<file path="config.mk">
export PLATFORM = sky130hd
export DESIGN_NAME = scs_top
export DESIGN_NICKNAME = d
export VERILOG_FILES = /design/src/design/scs_pkg.sv /design/src/design/scs_path_sel.sv /design/src/design/scs_top.sv
export VERILOG_INCLUDE_DIRS = /design/src /design/src/design
export SDC_FILE = /design/constraint.sdc
export NUM_CORES = 1
export LEC_CHECK = 0
export ABC_AREA = 0
export BUFFER_PORTS_ARGS = -buffer_cell sky130_fd_sc_hd__clkbuf_2
export CORE_AREA = 2 2 90 92
export DETAILED_ROUTE_END_ITERATION = 8
export DIE_AREA = 0 0 92 94
export GPL_ROUTABILITY_DRIVEN = 0
export PLACE_DENSITY = 0.83
export RECOVER_POWER = 50
export SYNTH_ARGS = -nofsm -noshare
export SYNTH_HDL_FRONTEND = slang
export SYNTH_HIERARCHICAL = 1
export SYNTH_SLANG_ARGS = --single-unit
</file>
<file path="constraint.sdc">
create_clock -name ref_clk -period 4.45 [get_ports ref_clk]
set_input_delay 0.6675 -clock ref_clk [delete_from_list [all_inputs] [get_ports ref_clk]]
set_output_delay 0.6675 -clock ref_clk [all_outputs]
set_load 0.01 [all_outputs]
</file>
<file path="src/design/scs_regs.svh">
// Register offsets, field positions, reset values and limits for the SFD and preamble code selection block.
// Assumes a 32-bit APB bus; register files sit at byte address four times their index.
`ifndef SCS_REGS_SVH
`define SCS_REGS_SVH

// ***************************************************************
// Register indices and byte addresses
// ***************************************************************
`define SCS_IDX_CHAN_CTRL 8'h1f
`define SCS_IDX_RESERVED 8'h20
`define SCS_IDX_USER_SFD_LEN 8'h21
`define SCS_IDX_PATH_CONFIG 8'h22
`define SCS_IDX_PATH_STATUS 8'h23
`define SCS_ADDR_CHAN_CTRL 12'h07c
`define SCS_ADDR_RESERVED 12'h080
`define SCS_ADDR_USER_SFD_LEN 12'h084
`define SCS_ADDR_PATH_CONFIG 12'h088
`define SCS_ADDR_PATH_STATUS 12'h08c

// ***************************************************************
// Field positions in channel control
// ***************************************************************
`define SCS_BIT_VENDOR_SFD 17
`define SCS_BIT_TX_CUSTOM 20
`define SCS_BIT_RX_CUSTOM 21
`define SCS_TX_CODE_LSB 22
`define SCS_TX_CODE_MSB 26
`define SCS_RX_CODE_LSB 27
`define SCS_RX_CODE_MSB 31

// ***************************************************************
// Reset values and lengths
// ***************************************************************
`define SCS_RST_CHAN_CTRL 32'h0000_0000
`define SCS_RST_SFD_LEN 8'h08
`define SCS_RST_PATH_CONFIG 32'h0000_0000
`define SCS_SFD_LEN_MIN 8'h08
`define SCS_SFD_LEN_MAX 8'h10
`define SCS_SFD_LEN_SLOW 8'h40
`define SCS_SFD_LEN_STD_FAST 8'h08

`endif

</file>
<file path="src/design/scs_pkg.sv">
// Types shared by the SFD and preamble code selection block.
// Assumes scs_regs.svh defines the numeric constants.
`default_nettype none
package scs_pkg;
   // SFD source for one path
   typedef enum logic [1:0] {SCS_SFD_STANDARD, SCS_SFD_USER, SCS_SFD_VENDOR} scs_sfd_src_e;
   // APB request from master
   typedef struct packed {
      logic psel;
      logic penable;
      logic pwrite;
      logic [11:0] paddr;
      logic [31:0] pwdata;
      logic [3:0] pstrb;
   } scs_apb_req_s;
   // APB answer to master
   typedef struct packed {
      logic pready;
      logic pslverr;
      logic [31:0] prdata;
   } scs_apb_rsp_s;
   // Selection handed to one PHY path
   typedef struct packed {
      scs_sfd_src_e src;
      logic [7:0] sfd_len;
      logic [4:0] preamble_code;
   } scs_path_sel_s;
endpackage
`default_nettype wire

</file>
<file path="src/design/scs_path_sel.sv">
// One path's SFD source and length resolver.
// Assumes synchronous inputs in the ref_clk domain; outputs registered.
`include "scs_regs.svh"
`default_nettype none
module scs_path_sel
   import scs_pkg::*;
(
   input wire logic ref_clk,
   input wire logic rstn,
   input wire logic custom_en,
   input wire logic vendor_en,
   input wire logic rate_110k,
   input wire logic [7:0] user_len,
   input wire logic [4:0] code_in,
   output scs_pkg::scs_path_sel_s sel
);
   import scs_pkg::*;

   // ***************************************************************
   // Source and length decode
   // ***************************************************************
   // Vendor beats custom, custom beats standard
   wire scs_sfd_src_e src_w = vendor_en ? SCS_SFD_VENDOR : // [RQ11]
                              custom_en ? SCS_SFD_USER :   // [RQ2] [RQ4]
                              SCS_SFD_STANDARD;            // [RQ1] [RQ3]
   // Out-of-range user length clamps, so the PHY never sees a bad count
   wire logic [7:0] clamp_len = (user_len < `SCS_SFD_LEN_MIN) ? `SCS_SFD_LEN_MIN :
                                (user_len > `SCS_SFD_LEN_MAX) ? `SCS_SFD_LEN_MAX : user_len;
   // Slow rate always 64 symbols
   wire logic [7:0] len_w = rate_110k ? `SCS_SFD_LEN_SLOW :            // [RQ10]
                            (src_w == SCS_SFD_STANDARD) ? `SCS_SFD_LEN_STD_FAST :
                            clamp_len;                                  // [RQ9]
   scs_path_sel_s sel_d;
   scs_path_sel_s sel_q;
   assign sel_d = '{src: src_w, sfd_len: len_w, preamble_code: code_in};
   assign sel = sel_q;

   // Output register
   always_ff @(posedge ref_clk or negedge rstn)
   begin
      if (!rstn)
      begin
         sel_q <= '{src: SCS_SFD_STANDARD, sfd_len: `SCS_SFD_LEN_STD_FAST, preamble_code: 5'h00};
      end
      else
      begin
         sel_q <= sel_d;
      end
   end

   // ***************************************************************
   // Checks
   // ***************************************************************
   a_vendor_wins: assert property (@(posedge ref_clk) disable iff (!rstn)
      vendor_en |=> sel_q.src == SCS_SFD_VENDOR) else $error("vendor SFD not chosen"); // [RQ11]
   a_slow_len: assert property (@(posedge ref_clk) disable iff (!rstn)
      rate_110k |=> sel_q.sfd_len == 8'h40) else $error("slow rate SFD not 64"); // [RQ10]
   a_fast_len: assert property (@(posedge ref_clk) disable iff (!rstn)
      (!rate_110k && custom_en && !vendor_en) |=> (sel_q.sfd_len >= 8'h08 && sel_q.sfd_len <= 8'h10))
      else $error("user Custom_sfd_len out of range"); // [RQ9]
endmodule
`default_nettype wire

</file>
<file path="src/design/scs_top.sv">
// Behaviour
// (RQ1) TX standard SFD when custom, vendor clear
// (RQ2) TX custom bit selects user SFD table
// (RQ3) RX hunts standard SFD when both clear
// (RQ4) RX custom bit selects user SFD table
// (RQ5) Far end must use matching SFD
// (RQ6) Bits 26:22 select TX preamble code
// (RQ7) Bits 31:27 select RX preamble code
// (RQ8) Software never writes reserved slot 0x20
// (RQ9) Custom Custom_sfd_len 8 to 16 otherwise
// (RQ10) At 110 kbps SFD is 64 symbols
// (RQ11) Vendor SFD enable overrides both custom bits
//
// APB register bank choosing SFD source and preamble codes per path.
// Assumes single ref_clk, inputs synchronous, PHY consumes the path outputs.
//
// Implementation choice: register access over APB.
`include "scs_regs.svh"
`default_nettype none
module scs_top
   import scs_pkg::*;
(
   input wire logic ref_clk,
   input wire logic rstn,
   input wire scs_pkg::scs_apb_req_s apb_req,
   output scs_pkg::scs_apb_rsp_s apb_rsp,
   output scs_pkg::scs_path_sel_s tx_sel,
   output scs_pkg::scs_path_sel_s rx_sel
);
   import scs_pkg::*;

   // ***************************************************************
   // Registers
   // ***************************************************************
   logic [31:0] chan_ctrl_q; // Channel control word
   logic [7:0] sfd_len_q; // User Custom_sfd_len
   logic [31:0] path_cfg_q; // Bit 0 selects 110 kbps rate
   logic reserved_hit_q; // Sticky: reserved slot was written
   logic [31:0] prdata_q; // Registered read data
   logic pslverr_q;

   // ***************************************************************
   // Address decode
   // ***************************************************************
   wire logic setup = apb_req.psel && !apb_req.penable;
   wire logic hit_ctrl = apb_req.paddr == `SCS_ADDR_CHAN_CTRL;
   wire logic hit_rsv = apb_req.paddr == `SCS_ADDR_RESERVED;
   wire logic hit_len = apb_req.paddr == `SCS_ADDR_USER_SFD_LEN;
   wire logic hit_cfg = apb_req.paddr == `SCS_ADDR_PATH_CONFIG;
   wire logic hit_sts = apb_req.paddr == `SCS_ADDR_PATH_STATUS;
   wire logic mapped = hit_ctrl || hit_rsv || hit_len || hit_cfg || hit_sts;
   // Reserved slot has no function; a write is refused, not stored
   wire logic bad_wr = apb_req.pwrite && (hit_rsv || hit_sts); // [RQ8]
   wire logic err_d = !mapped || bad_wr;
   // Write takes effect on the access edge only
   wire logic wr_en = apb_req.psel && apb_req.penable && apb_req.pwrite && !pslverr_q;
   wire logic rate_110k = path_cfg_q[0];

   // Byte lane merge
   function automatic logic [31:0] scs_merge(input logic [31:0] old, input logic [31:0] nw,
                                             input logic [3:0] strb);
      logic [31:0] r;
      r = old;
      for (int i = 0; i < 4; i++)
      begin
         if (strb[i])
         begin
            r[i*8 +: 8] = nw[i*8 +: 8];
         end
      end
      return r;
   endfunction

   wire logic [31:0] ctrl_merged = scs_merge(chan_ctrl_q, apb_req.pwdata, apb_req.pstrb);
   wire logic [31:0] len_merged = scs_merge({24'h0, sfd_len_q}, apb_req.pwdata, apb_req.pstrb);
   wire logic [31:0] cfg_merged = scs_merge(path_cfg_q, apb_req.pwdata, apb_req.pstrb);

   // Status word: sources, rate and reserved-write flag
   wire logic [31:0] status_w = {26'h0, reserved_hit_q, rate_110k, rx_sel.src, tx_sel.src};
   wire logic [31:0] rdata_d = hit_ctrl ? chan_ctrl_q :
                               hit_len ? {24'h0, sfd_len_q} :
                               hit_cfg ? path_cfg_q :
                               hit_sts ? status_w : 32'h0;

   // ***************************************************************
   // Setup phase capture of read data and error
   // ***************************************************************
   // No wait state: answer is prepared in setup, given in the first access cycle
   always_ff @(posedge ref_clk or negedge rstn)
   begin
      if (!rstn)
      begin
         prdata_q <= 32'h0;
         pslverr_q <= 1'b0;
      end
      else if (setup)
      begin
         prdata_q <= apb_req.pwrite ? 32'h0 : rdata_d;
         pslverr_q <= err_d;
      end
   end

   // Control writes
   always_ff @(posedge ref_clk or negedge rstn)
   begin
      if (!rstn)
      begin
         chan_ctrl_q <= `SCS_RST_CHAN_CTRL;
         sfd_len_q <= `SCS_RST_SFD_LEN;
         path_cfg_q <= `SCS_RST_PATH_CONFIG;
      end
      else if (wr_en)
      begin
         if (hit_ctrl)
         begin
            chan_ctrl_q <= ctrl_merged; // [RQ6] [RQ7]
         end
         if (hit_len)
         begin
            sfd_len_q <= len_merged[7:0];
         end
         if (hit_cfg)
         begin
            path_cfg_q <= {31'h0, cfg_merged[0]};
         end
      end
   end

   // Sticky flag records a refused reserved write; reading status clears none
   always_ff @(posedge ref_clk or negedge rstn)
   begin
      if (!rstn)
      begin
         reserved_hit_q <= 1'b0;
      end
      else if (apb_req.psel && apb_req.penable && apb_req.pwrite && hit_rsv)
      begin
         reserved_hit_q <= 1'b1; // [RQ8]
      end
   end

   assign apb_rsp = '{pready: apb_req.psel && apb_req.penable,
                      pslverr: apb_req.psel && apb_req.penable && pslverr_q,
                      prdata: prdata_q};

   // ***************************************************************
   // Path resolvers
   // ***************************************************************
   // Matching SFD with the far end is software's duty, not checked here [RQ5]
   scs_path_sel #() u_tx (
      .ref_clk(ref_clk),
      .rstn(rstn),
      .custom_en(chan_ctrl_q[`SCS_BIT_TX_CUSTOM]),
      .vendor_en(chan_ctrl_q[`SCS_BIT_VENDOR_SFD]),
      .rate_110k(rate_110k),
      .user_len(sfd_len_q),
      .code_in(chan_ctrl_q[`SCS_TX_CODE_MSB:`SCS_TX_CODE_LSB]), // [RQ6]
      .sel(tx_sel)
   );
   scs_path_sel #() u_rx (
      .ref_clk(ref_clk),
      .rstn(rstn),
      .custom_en(chan_ctrl_q[`SCS_BIT_RX_CUSTOM]),
      .vendor_en(chan_ctrl_q[`SCS_BIT_VENDOR_SFD]),
      .rate_110k(rate_110k),
      .user_len(sfd_len_q),
      .code_in(chan_ctrl_q[`SCS_RX_CODE_MSB:`SCS_RX_CODE_LSB]), // [RQ7]
      .sel(rx_sel)
   );

   // ***************************************************************
   // Checks
   // ***************************************************************
   a_tx_standard: assert property (@(posedge ref_clk) disable iff (!rstn)
      (!chan_ctrl_q[20] && !chan_ctrl_q[17]) |=> tx_sel.src == SCS_SFD_STANDARD)
      else $error("tx not standard SFD"); // [RQ1]
   a_tx_user: assert property (@(posedge ref_clk) disable iff (!rstn)
      (chan_ctrl_q[20] && !chan_ctrl_q[17]) |=> tx_sel.src == SCS_SFD_USER)
      else $error("tx not user SFD"); // [RQ2]
   a_rx_standard: assert property (@(posedge ref_clk) disable iff (!rstn)
      (!chan_ctrl_q[21] && !chan_ctrl_q[17]) |=> rx_sel.src == SCS_SFD_STANDARD)
      else $error("rx not standard SFD"); // [RQ3]
   a_rx_user: assert property (@(posedge ref_clk) disable iff (!rstn)
      (chan_ctrl_q[21] && !chan_ctrl_q[17]) |=> rx_sel.src == SCS_SFD_USER)
      else $error("rx not user SFD"); // [RQ4]
   a_tx_code_follow: assert property (@(posedge ref_clk) disable iff (!rstn)
      (wr_en && hit_ctrl && apb_req.pstrb == 4'hf) |=> ##1 tx_sel.preamble_code == $past(apb_req.pwdata[26:22], 2))
      else $error("tx code mismatch"); // [RQ6]
   a_rx_code_follow: assert property (@(posedge ref_clk) disable iff (!rstn)
      (wr_en && hit_ctrl && apb_req.pstrb == 4'hf) |=> ##1 rx_sel.preamble_code == $past(apb_req.pwdata[31:27], 2))
      else $error("rx code mismatch"); // [RQ7]
   a_reserved_refused: assert property (@(posedge ref_clk) disable iff (!rstn)
      (apb_req.psel && apb_req.penable && apb_req.pwrite && hit_rsv) |-> apb_rsp.pslverr && $stable(chan_ctrl_q))
      else $error("reserved write not refused"); // [RQ8]
   a_vendor_both: assert property (@(posedge ref_clk) disable iff (!rstn)
      chan_ctrl_q[17] |=> (tx_sel.src == SCS_SFD_VENDOR && rx_sel.src == SCS_SFD_VENDOR))
      else $error("vendor SFD not on both paths"); // [RQ11]
endmodule
`default_nettype wire

</file>
==> flow_metrics.py <==
metrics = {
    "status": {
        "status": "complete, but fails checks",
        "violations": "max-capacitance violations, max-slew violations",
    },
    "clock_network": {
        "cts_tree": "yes",
        "numCtsBuffers": 9,
        "cts_sinks": 105,
        "htree_levels": 3,
        "clockRootBuffer": "clkbuf_8",
        "clk_latency_ns": 0.35,
        "postCtsSetupRepairBufs": 0,
        "cts_hold_buf": 0,
        "clk_pin_slew_ns": 0.10,
        "cts.path.max_buffers": 2,
        "cts_resized": 0,
    },
    "floorplan": {
        "die_h_um": 94,
        "die-area_mm2": 0.008648,
        "coreArea_mm2": 0.007607,
        "start_util_pct": 55.10,
        "fp-row-count": 32,
        "fp.dieW_um": 92,
        "ioPinCount": 117,
    },
    "detailed_routing": {
        "ant_nets": 0,
        "drc_errors": 0,
        "vias": 2747,
        "wl_per_cell_um": 17.38,
        "drt_wl_total_mm": 8.762,
        "viasPerCell": 5.450,
        "drt_first_pass_iters": 5,
        "drt-initial-drc-count": 136,
    },
    "yosys": {
        "yosys_warnings": 6,
        "synthCells": 277,
        "synth-main-ff-cell": "dfrtp_1",
        "syn-cell-area_mm2": 0.004192,
        "synthArstFlopShare_pct": 100.0,
        "syn_area_per_cell_um2": 15.13,
        "synth_edf_count": 0,
        "ys_seq_elements": 105,
        "yosysUniqueCellTypes": 43,
        "synth.yosys.seq_area_share_pct": 62.78,
    },
    "global_route": {
        "grt_first_pass_wirelength_mm": 13.92,
        "grt_max_degree": 66,
        "antenna_found_initial": 0,
        "overflow": 0,
        "grt_pass1_vias": 2701,
        "grt.total_usage_pct": 21.19,
    },
    "sta": {
        "clock_skew_ns": 0.01069,
        "setup_viol": 0,
        "finalMaxSlewViolations": 42,
        "fmax_mhz": 356.7,
        "relSlewSlack_pct": -40.54,
        "hold_viol": 0,
        "finalCriticalPeriod_ns": 2.803,
        "fin_tns_setup_ns": 0,
        "fin_ws_ns": 1.647,
        "tightestPinTransition_ns": 2.108,
        "post-route-period-util_pct": 62.99,
        "rsz0062_at_grt": "false",
    },
    "critical_path": {
        "reg2reg_from": "pslverr_q",
        "slowest_stage": "clkbuf_1",
        "cpPeakStageDelay_ns": 1.57,
        "cp_cell_sequence": "buf_4 -> clkbuf_1",
        "crit_start": "rstn",
        "cp_top_family": "buffers and inverters",
        "arrival_ns": 2.84,
        "setup.worst_path.start_class": "primary input",
        "end_kind": "async pin",
        "r2r_cells": 4,
        "path_max_fanout": 65,
        "timing.critical_path.depth": 2,
        "critPathKind": "in2async",
        "cp.required_ns": 4.49,
        "crit_buf_inv": 2,
    },
    "final_layout": {
        "final_common_cell": "dfrtp_1",
        "finish.net_count": 450,
        "drive_above_1_share_pct": 35.32,
        "antennaDiodeCount": 0,
        "stdcell_count": 504,
        "design_area_mm2": 0.004969,
        "mostFrequentLayoutCells": "dfrtp_1 (102), clkbuf_2 (79), clkbuf_1 (38)",
        "area_growth_pct": 18.54,
    },
    "placed_design": {
        "dpl.hpwl_mm": 6.178,
        "dp_slack_ns": 1.245,
        "place_inst": 488,
        "placement.cell_area_mm2": 0.004843,
        "portBuffers": 116,
    },
    "power": {
        "vdd_ir_drop_max_uv": 133.2,
        "p_leak_nw": 2.562,
        "p_per_area_mw_per_mm2": 316.6,
    },
    "hold_path": {
        "hold_path_class": "in2async",
    },
    "run": {
        "drv_cap": 1,
    },
}
==> worst paths after layout <==
check,end,slack [ns]
setup / recovery,prdata_q[11],1.65
hold / removal,sfd_len_q[6],0.37
setup reg to reg,sfd_len_q[6],2.55
hold reg to reg,u_tx/sel[4],0.41
max in group ref_clk,prdata_q[7],1.65
min in group ref_clk,u_tx/sel[4],0.41
==> stage by stage <==
stage	total power, mW	utilization (%)	hold slack, ns
6_report	1.573	65.31	0.3687
5_1_grt	1.627	65.31	0.4290
4_1_cts	1.581	66.05	0.3977
3_5_place_dp	1.052	63.67	0.3868
3_3_place_gp	1.050	63.67	0.3856
2_1_floorplan	0.9958	-	0.3719
==> layer usage <==
layer  part of all wire [%]  track usage, %
met4                    1.3           6.841
met5                      0               0
met2                     48           33.46
met1                     45           30.35
met3                    6.1           3.692
==> cell type report <==
class                           count  area, µm²
Clock inverter                      5      40.04
Fill cell                         606       2639
Inverter                            9      33.78
Sequential cell                   105       2631
Multi-Input combinational cell    154       1445
Timing Repair Buffer              118      549.3
Tap cell                          102      127.6
Clock buffer                       11      141.4
==> cells in the mapped netlist (3+ instances only) <==
| library cell | count | area share (%) |
|---|---|---|
| dfrtp_1 | 102 | 61 |
| o21bai_1 | 3 | 0.54 |
| nand2_1 | 5 | 0.45 |
| a221o_1 | 6 | 1.4 |
| or4_4 | 3 | 0.81 |
| a22oi_1 | 4 | 0.72 |
| clkbuf_1 | 7 | 0.63 |
| and2_1 | 3 | 0.45 |
| inv_1 | 9 | 0.81 |
| nand2b_1 | 3 | 0.45 |
| dfstp_2 | 3 | 1.9 |
| nand3_4 | 4 | 1.7 |
| a21oi_1 | 4 | 0.48 |
| nor4_1 | 9 | 1.3 |
| nor3_1 | 4 | 0.48 |
| mux2_4 | 32 | 11 |
| nor2b_1 | 4 | 0.60 |
| mux2_1 | 9 | 2.4 |
| or2_2 | 3 | 0.45 |
| a22o_1 | 25 | 5.2 |
| nor2_1 | 7 | 0.63 |
==> cells by family (layout without fill, tap and decap cells) <==
| group | count (synthesis) | count (layout) | share of synthesized area, % |
|---|---|---|---|
| other cells | 2 | 4 | 0.1792 |
| compound gates | 49 | 49 | 9.672 |
| buf+inv | 20 | 143 | 2.746 |
| flops | 105 | 105 | 62.78 |
| simple gates | 59 | 59 | 10.51 |
| mux | 42 | 42 | 14.12 |
==> registers in the layout (all words and copies together), names as in the netlist <==
signal,cells
sfd_len_q,8
u_rx/sel,15
pslverr_q,1
reserved_hit_q,1
path_cfg_q,1
chan_ctrl_q,32
prdata_q,32
u_tx/sel,15
==> power by group <==
group | total, mW | switching [mW] | internal, mW
clock network | 0.541 | 0.318 | 0.223
logic | 0.0739 | 0.0483 | 0.0256
registers | 0.958 | 0.00139 | 0.956
No activity file was read; power rests on OpenSTA's default activity.
